### src/design/track_acq_pkg.sv
/*
  Constants for the track, acquire and reset control block.
  Assumes a single 100 MHz clock.
*/
package track_acq_pkg;
  localparam int CLK_PERIOD_NS = 10;
  localparam int RST_MIN_NS = 90;
  localparam int RST_MAX_NS = 200;
  localparam int ACQ_MAX_US = 16;
  // Least time rounds up, longest time rounds down
  localparam int RST_MIN_CYC = (RST_MIN_NS + CLK_PERIOD_NS - 1) / CLK_PERIOD_NS;
  localparam int RST_MAX_CYC = RST_MAX_NS / CLK_PERIOD_NS;
  localparam int ACQ_MAX_CYC = (ACQ_MAX_US * 1000) / CLK_PERIOD_NS;
  localparam int ACQ_CYC_DEF = 1000;
  localparam int LOW_CNT_W = 8;
  localparam int ACQ_CNT_W = 16;
  localparam int CH_W = 5;
  localparam logic [LOW_CNT_W-1:0] LOW_CNT_MAX = 8'hff;
endpackage : track_acq_pkg

### src/design/track_acquire_reset_control.sv
/*
  Track, acquisition and reset control of a multichannel sample-and-hold converter.
  Assumes pins are synchronous to MCLK; the pin pull devices are modelled as the
  defaults seen by the external wire resolution (select low, track high).
*/
`timescale 1ns/1ps
module track_acquire_reset_control
  import track_acq_pkg::*;
#(
  parameter int ACQ_CYC = ACQ_CYC_DEF
) (
  // Clock and reset
  input wire logic MCLK,
  input wire logic RST_N,
  // Host pins
  input wire logic INTERFACE_SELECT,
  input wire logic TRACK,
  // Channel address strobe from the interface logic
  input wire logic ADDR_VALID,
  input wire logic [track_acq_pkg::CH_W-1:0] ADDR_CH,
  // Status and routing
  output logic BUSY_N,
  output logic SERIAL_SEL,
  output logic VIN_ROUTE,
  output logic [track_acq_pkg::CH_W-1:0] ACQ_CH,
  output logic DEV_RESET
);
  import track_acq_pkg::*;

  typedef enum logic [1:0] {S_IDLE, S_WAIT, S_ACQ} acq_state_e;

  acq_state_e state_q;
  logic track_q;
  logic [LOW_CNT_W-1:0] low_cnt_q;
  logic [ACQ_CNT_W-1:0] acq_cnt_q;
  logic track_rise;
  logic rst_pulse;
  logic soft_rst;

  // ==========================================
  // Track low-phase timing
  assign track_rise = TRACK && !track_q;
  assign rst_pulse = track_rise && (low_cnt_q >= LOW_CNT_W'(RST_MIN_CYC))
                     && (low_cnt_q <= LOW_CNT_W'(RST_MAX_CYC));
  assign soft_rst = DEV_RESET;

  always_ff @(posedge MCLK or negedge RST_N) begin
    if (!RST_N) begin
      track_q <= 1'b1;
      low_cnt_q <= '0;
    end else begin
      track_q <= TRACK;
      if (TRACK) begin
        low_cnt_q <= '0;
      end else if (low_cnt_q != LOW_CNT_MAX) begin
        low_cnt_q <= low_cnt_q + 1'b1;
      end
    end
  end

  always_ff @(posedge MCLK or negedge RST_N) begin
    if (!RST_N) begin
      DEV_RESET <= 1'b0;
    end else begin
      DEV_RESET <= rst_pulse;
    end
  end

  // ==========================================
  // Interface selection
  always_ff @(posedge MCLK or negedge RST_N) begin
    if (!RST_N) begin
      SERIAL_SEL <= 1'b0;
    end else begin
      SERIAL_SEL <= INTERFACE_SELECT;
    end
  end

  // ==========================================
  // Acquisition sequencing
  always_ff @(posedge MCLK or negedge RST_N) begin
    if (!RST_N) begin
      state_q <= S_IDLE;
      acq_cnt_q <= '0;
      ACQ_CH <= '0;
      BUSY_N <= 1'b1;
      VIN_ROUTE <= 1'b0;
    end else if (soft_rst) begin
      state_q <= S_IDLE;
      acq_cnt_q <= '0;
      ACQ_CH <= '0;
      BUSY_N <= 1'b1;
      VIN_ROUTE <= 1'b0;
    end else begin
      case (state_q)
        S_IDLE, S_WAIT: begin
          if (ADDR_VALID) begin
            ACQ_CH <= ADDR_CH;
          end
          if (ADDR_VALID && TRACK) begin
            state_q <= S_ACQ;
            acq_cnt_q <= '0;
            BUSY_N <= 1'b0;
            VIN_ROUTE <= 1'b1;
          end else if (ADDR_VALID) begin
            state_q <= S_WAIT;
            VIN_ROUTE <= 1'b1;
          end else if (state_q == S_WAIT && track_rise && !rst_pulse
                       && low_cnt_q > LOW_CNT_W'(RST_MAX_CYC)) begin
            state_q <= S_ACQ;
            acq_cnt_q <= '0;
            BUSY_N <= 1'b0;
          end
        end
        S_ACQ: begin
          if (acq_cnt_q == ACQ_CNT_W'(ACQ_CYC - 1)) begin
            state_q <= S_IDLE;
            BUSY_N <= 1'b1;
            VIN_ROUTE <= 1'b0;
          end else begin
            acq_cnt_q <= acq_cnt_q + 1'b1;
          end
        end
        default: begin
          state_q <= S_IDLE;
          BUSY_N <= 1'b1;
        end
      endcase
    end
  end

  // ==========================================
  // Assertions
  property p_reset_pulse;
    @(posedge MCLK) disable iff (!RST_N)
      rst_pulse |=> DEV_RESET ##1 (BUSY_N && state_q == S_IDLE);
  endproperty
  a_reset_pulse: assert property (p_reset_pulse) else $error("reset pulse not honoured");

  property p_glitch;
    @(posedge MCLK) disable iff (!RST_N)
      (track_rise && low_cnt_q < LOW_CNT_W'(RST_MIN_CYC)) |=> !DEV_RESET;
  endproperty
  a_glitch: assert property (p_glitch) else $error("glitch caused a reset");

  property p_immediate;
    @(posedge MCLK) disable iff (!RST_N || soft_rst)
      (ADDR_VALID && TRACK && state_q != S_ACQ) |=> !BUSY_N;
  endproperty
  a_immediate: assert property (p_immediate) else $error("acquisition did not start");

  property p_hold_low;
    @(posedge MCLK) disable iff (!RST_N || soft_rst)
      (state_q == S_WAIT && !TRACK) |=> BUSY_N && VIN_ROUTE;
  endproperty
  a_hold_low: assert property (p_hold_low) else $error("acquired while track low");

  property p_rise_start;
    @(posedge MCLK) disable iff (!RST_N || soft_rst)
      (state_q == S_WAIT && !ADDR_VALID && track_rise && low_cnt_q > LOW_CNT_W'(RST_MAX_CYC)) |=> !BUSY_N;
  endproperty
  a_rise_start: assert property (p_rise_start) else $error("no start on track rise");

  property p_busy_state;
    @(posedge MCLK) disable iff (!RST_N)
      (!BUSY_N) == (state_q == S_ACQ);
  endproperty
  a_busy_state: assert property (p_busy_state) else $error("busy disagrees with acquisition");

  property p_acq_bound;
    @(posedge MCLK) disable iff (!RST_N)
      acq_cnt_q < ACQ_CNT_W'(ACQ_MAX_CYC);
  endproperty
  a_acq_bound: assert property (p_acq_bound) else $error("acquisition too long");

  property p_select;
    @(posedge MCLK) disable iff (!RST_N)
      ##1 SERIAL_SEL == $past(INTERFACE_SELECT);
  endproperty
  a_select: assert property (p_select) else $error("interface select wrong");

  property p_count;
    @(posedge MCLK) disable iff (!RST_N)
      (!TRACK && low_cnt_q != LOW_CNT_MAX) |=> low_cnt_q == $past(low_cnt_q) + 1'b1;
  endproperty
  a_count: assert property (p_count) else $error("low counter stalled");

  property p_route_acq;
    @(posedge MCLK) disable iff (!RST_N)
      !BUSY_N |-> VIN_ROUTE;
  endproperty
  a_route_acq: assert property (p_route_acq) else $error("input not routed during acquisition");

  property p_route_done;
    @(posedge MCLK) disable iff (!RST_N)
      $rose(BUSY_N) |-> !VIN_ROUTE;
  endproperty
  a_route_done: assert property (p_route_done) else $error("input still routed after acquisition");

  property p_glitch_wait;
    @(posedge MCLK) disable iff (!RST_N || soft_rst)
      (state_q == S_WAIT && !ADDR_VALID && track_rise && low_cnt_q < LOW_CNT_W'(RST_MIN_CYC)) |=> (state_q == S_WAIT && BUSY_N);
  endproperty
  a_glitch_wait: assert property (p_glitch_wait) else $error("glitch ended the deferred wait");

  property p_ch_capture;
    @(posedge MCLK) disable iff (!RST_N || soft_rst)
      (ADDR_VALID && state_q != S_ACQ) |=> ACQ_CH == $past(ADDR_CH);
  endproperty
  a_ch_capture: assert property (p_ch_capture) else $error("addressed channel not taken");

  c_reset: cover property (@(posedge MCLK) disable iff (!RST_N) rst_pulse);
  c_acq_done: cover property (@(posedge MCLK) disable iff (!RST_N) !BUSY_N ##1 BUSY_N);
  c_deferred: cover property (@(posedge MCLK) disable iff (!RST_N) state_q == S_WAIT ##1 state_q == S_ACQ);
  c_glitch: cover property (@(posedge MCLK) disable iff (!RST_N)
    state_q == S_WAIT && track_rise && low_cnt_q < LOW_CNT_W'(RST_MIN_CYC));
  c_track_long: cover property (@(posedge MCLK) disable iff (!RST_N)
    track_rise && low_cnt_q > LOW_CNT_W'(RST_MAX_CYC));
endmodule : track_acquire_reset_control

### config.mk
export PLATFORM = sky130hd
export DESIGN_NAME = track_acquire_reset_control
export DESIGN_NICKNAME = d
export VERILOG_FILES = /design/src/design/track_acq_pkg.sv /design/src/design/track_acquire_reset_control.sv
export SDC_FILE = /design/constraint.sdc
export NUM_CORES = 1
export LEC_CHECK = 0
export BUFFER_PORTS_ARGS = -buffer_cell sky130_fd_sc_hd__buf_2
export CAP_MARGIN = 20
export CELL_PAD_IN_SITES_DETAIL_PLACEMENT = 1
export CELL_PAD_IN_SITES_GLOBAL_PLACEMENT = 2
export CORE_MARGIN = 10
export CORE_UTILIZATION = 33
export DETAILED_ROUTE_END_ITERATION = 8
export HOLD_SLACK_MARGIN = 0.06
export PLACE_DENSITY_LB_ADDON = 0.08
export SKIP_CTS_REPAIR_TIMING = 1
export SLEW_MARGIN = 0
export SYNTH_ARGS = -nofsm -noshare
export SYNTH_HDL_FRONTEND = slang
export SYNTH_SLANG_ARGS = --single-unit
### constraint.sdc
create_clock -name MCLK -period 1.6 [get_ports MCLK]
set_clock_uncertainty 0.1 [all_clocks]
set_input_delay 0.08 -clock MCLK [delete_from_list [all_inputs] [get_ports MCLK]]
set_output_delay 0.08 -clock MCLK [all_outputs]
set_load 0.03 [all_outputs]
==> summary.md <==
| Metric | Value |
|---|---|
| Total CTS buffers | 5 |
| Clock sink count | 36 |
| First-iteration detailed-routing DRC count | 36 |
| Worst-Skew Late Latency | 0.29 ns |
| Setup TNS after final layout | -1.94 ns |
| Endpoint arrival time on the critical path | between 1.5 and 2 ns |
| Initial antenna violation count | 0 |
| Sequential share of the synthesized area | 47.9% |
| Synthesized netlist cell count | between 150 and 200 |
| Number of primary I/O pins | 19 |
| Hold violation total from the final report | 0 |
| Width of the chip | between 90 and 100 um |
| Total Nets Final | 282 |
| Part of the cycle the worst path needs | 111% |
| Clk slew on worst S/H paths | around 0.08 ns |
| Leak Pwr | about 1.2 nW |
| Number of max-capacitance violations reported | 0 |
| Post-route minimum period | roughly 1.8 ns |
| Number of placement rows | 27 |
| # diodes | 0 |
| GR Overflow Total | 0 |
| Cell chosen for the clock root | sky130_fd_sc_hd__clkbuf_8 |
| Max Fanout on Critical Path | 15 |
| PnR worst setup slack | -0.169 ns |
| Ratio of routed vias to standard cells | 5.25 |
| Number of DRC violations after detailed routing | 0 |
| Maximum resistive drop on vdd | 0.567 mV |
| Global-route wire length before repair | between 8 and 9 mm |
| Final number of max-transition violations | 0 |
| Register bit count reported by yosys | 36 |
| Largest net degree at the start of global routing | 20 |
| Maximum level of the CTS H-tree | 2 |
| Largest delay contributor family on the critical path | simple AND/OR/NAND/NOR gates |
| Share of async-settable or async-resettable flops after synthesis | between 90% and 100% |
| Die area | roughly 0.0091 mm^2 |
| Core ar. | 0.00554 mm^2 |
| Unrepaired setup endpoints after global routing | yes |
| Clock buffer depth | 2 |
| Mean area per synthesized cell | 9.47 um^2 |
| Critical-path cell with the highest stage delay | sky130_fd_sc_hd__dfrtp_1 |
| Syn Nets | 214 |
| Fmax | between 0.5 and 0.6 GHz |
| Via count | 1785 |
| Fraction of the core area covered by cells at the end of the flow | between 40% and 50% |
| Half-perimeter wire length after placement | around 4 mm |
| Slowest cell delay on critical path | 0.39 ns |
| Starting Density | about 34% |
| Final setup fails | 17 |
| Fraction of layout instances using a drive strength above 1 | 34.3% |
| Yosys synthesis warning count | 0 |
| P&R area growth vs syn | 40.2% |
| Type of the worst min-delay path | in2reg |
| Combined global-route utilization of all metal layers | about an eighth |
| Number of standard cells in the layout, taps in and fillers out | 340 |
| Post-synth cell types | 41 |
| Final Hold Slack | approximately 0.17 ns |
| Number of detailed-routing iterations run before antenna repair | 4 |
| Startpoint-to-endpoint class of the critical path | reg2reg |
| Total wire length after detailed routing | about 5.6 mm |
| Max_slew headroom | about two thirds |
| GPL Wtd Cong | between 0.7 and 0.8 |
| Number of cells in the design after placement | around 320 |
| Cell chain of the critical path | ha_2 -> and4bb_2 -> nand4_1 -> nand2b_1 -> a22oi_4 -> buf_12 -> mux2i_1 |
| Type of destination of the critical path | register |
| Failing checks | negative setup slack |
| Routed length per placed instance | 16.5 um |
| CTS tree | built |
| Final antenna-violating net count | 0 |
| Worst path buffer plus inverter count | 1 |
| Post-synthesis instance area | 0.00188 mm^2 |
| Transition at the pin with the smallest max-transition slack | between 0.4 and 0.5 ns |
| Number of global-route vias before repair | between 1.5k and 2k |
| Prevailing post-synth register cell | sky130_fd_sc_hd__dfrtp_1 |
| Count of port buffers added during placement | 18 |
| Data required time at the worst endpoint | about 1.7 ns |
| Number of synthesized flops with an enable pin | 0 |
| Vertical die dimension | ~96 um |
| Outcome | finished, violations left |
| Critical path launch point type | register |
| Power density relative to cell area | 1520 mW/mm^2 |
==> synth_stat cells, drive strengths merged (2+ instances only) <==
master   number  area, um^2
a21boi        2        15.0
a21oi         8        40.0
a2bb2oi       2        17.5
a31oi        16         100
and2b         3        22.5
and3          8        50.1
and4          3        26.3
buf           8        56.3
clkbuf        2        8.75
dfrtp        34         851
dfstp         2        52.6
ha            5        62.6
inv           4        15.0
mux2i         6        60.1
nand2        22        82.6
nand2b        3        18.8
nand3         7        35.0
nand4         4        25.0
nor2         28         105
nor2b         2        12.5
nor3          4        20.0
o21ai        10        50.0
xor2          3        26.3
==> power breakdown <==
group / switching [mW] / internal, mW / total [mW]
Sequential: 0.177 / 1.19 / 1.36
Clock: 0.337 / 0.550 / 0.887
Combinational: 0.954 / 0.798 / 1.75
==> final cells by class <==
| type | instances | area [um^2] |
|---|---|---|
| clock buffers | 7 | 96.3 |
| clock inverters | 1 | 30.0 |
| fillers | 650 | 2900 |
| inverters | 4 | 15.0 |
| multi-input cells | 149 | 958 |
| flip-flops and latches | 36 | 907 |
| well taps | 72 | 90.1 |
| repair buffers | 71 | 546 |
==> state kept, by name (all words and copies together), names as in the netlist <==
name / flops
SERIAL_SEL: 1
ACQ_CH: 5
VIN_ROUTE: 1
acq_cnt_q: 16
BUSY_N: 1
track_q: 1
DEV_RESET: 1
state_q: 2
low_cnt_q: 8
==> through the flow <==
stage / instance area (um^2) / setup slack (ns) / total power [mW]
final: 2640 / -0.169 / 4.00
after detailed placement: 2320 / -0.211 / 3.02
after global placement: 2320 / -0.128 / 2.93
after floorplan: 1900 / -0.157 / 2.32
after CTS: 2440 / -0.233 / 3.92
after global routing: 2640 / -0.277 / 4.27
==> cell usage in the layout (no fill, tap or decap), types with 3 or more instances in the layout <==
cell                            count
sky130_fd_sc_hd__dlygate4sd3_1     10
sky130_fd_sc_hd__clkbuf_8           7
sky130_fd_sc_hd__buf_4             39
sky130_fd_sc_hd__nand3_1            7
sky130_fd_sc_hd__dfrtp_1           31
sky130_fd_sc_hd__nand2_1           20
sky130_fd_sc_hd__o21ai_0            7
sky130_fd_sc_hd__nand4_1            4
sky130_fd_sc_hd__buf_2             18
sky130_fd_sc_hd__and3_1             8
sky130_fd_sc_hd__nand2b_1           3
sky130_fd_sc_hd__dfrtp_2            3
sky130_fd_sc_hd__a21oi_1            7
sky130_fd_sc_hd__nor2_1            28
sky130_fd_sc_hd__nor3_1             4
sky130_fd_sc_hd__xor2_1             3
sky130_fd_sc_hd__mux2i_1            6
sky130_fd_sc_hd__a31oi_1           16
==> path summary, 6_finish.rpt <==
| path | startpoint | end | slack (ns) | cells after the start |
|---|---|---|---|---|
| max in group asynchronous | RST_N | BUSY_N | 0.66 | 3 |
| hold / removal | TRACK | DEV_RESET | 0.17 | 4 |
| hold reg to reg | BUSY_N | BUSY_N | 0.38 | 2 |
| setup reg to reg | acq_cnt_q[0] | acq_cnt_q[1] | -0.17 | 7 |
| min in group asynchronous | RST_N | low_cnt_q[6] | 0.18 | 2 |
| setup / recovery | acq_cnt_q[0] | acq_cnt_q[1] | -0.17 | 7 |
==> worst min-delay path: stages <==
cell	delay, ns
sky130_fd_sc_hd__buf_2	0.10
sky130_fd_sc_hd__and2b_1	0.20
sky130_fd_sc_hd__nand3_1	0.10
sky130_fd_sc_hd__nor2_1	0.04
==> kinds of logic (layout without fill, tap and decap cells) <==
group / Yosys count / in the layout / synth area share (%)
xor gates and xnor gates: 4 / 4 / 1.86
buffers and inverters: 14 / 83 / 4.25
and+or+nand+nor: 88 / 88 / 22.9
muxes: 6 / 6 / 3.19
adders and majority gates: 5 / 5 / 3.32
AOI/OAI and AO/OA: 46 / 46 / 16.5
DFF: 36 / 36 / 47.9
==> per-layer routing <==
layer / routed length, um / track usage [%] / vias to the layer above
met2: 3050 / 23.1 / 29
met4: 38 / 3.32 / 0
met3: 211 / 3.46 / 5
met5: 0 / 0 / -
li1: - / - / 845
met1: 2320 / 12.4 / 906
No activity file was read; power rests on OpenSTA's default activity.
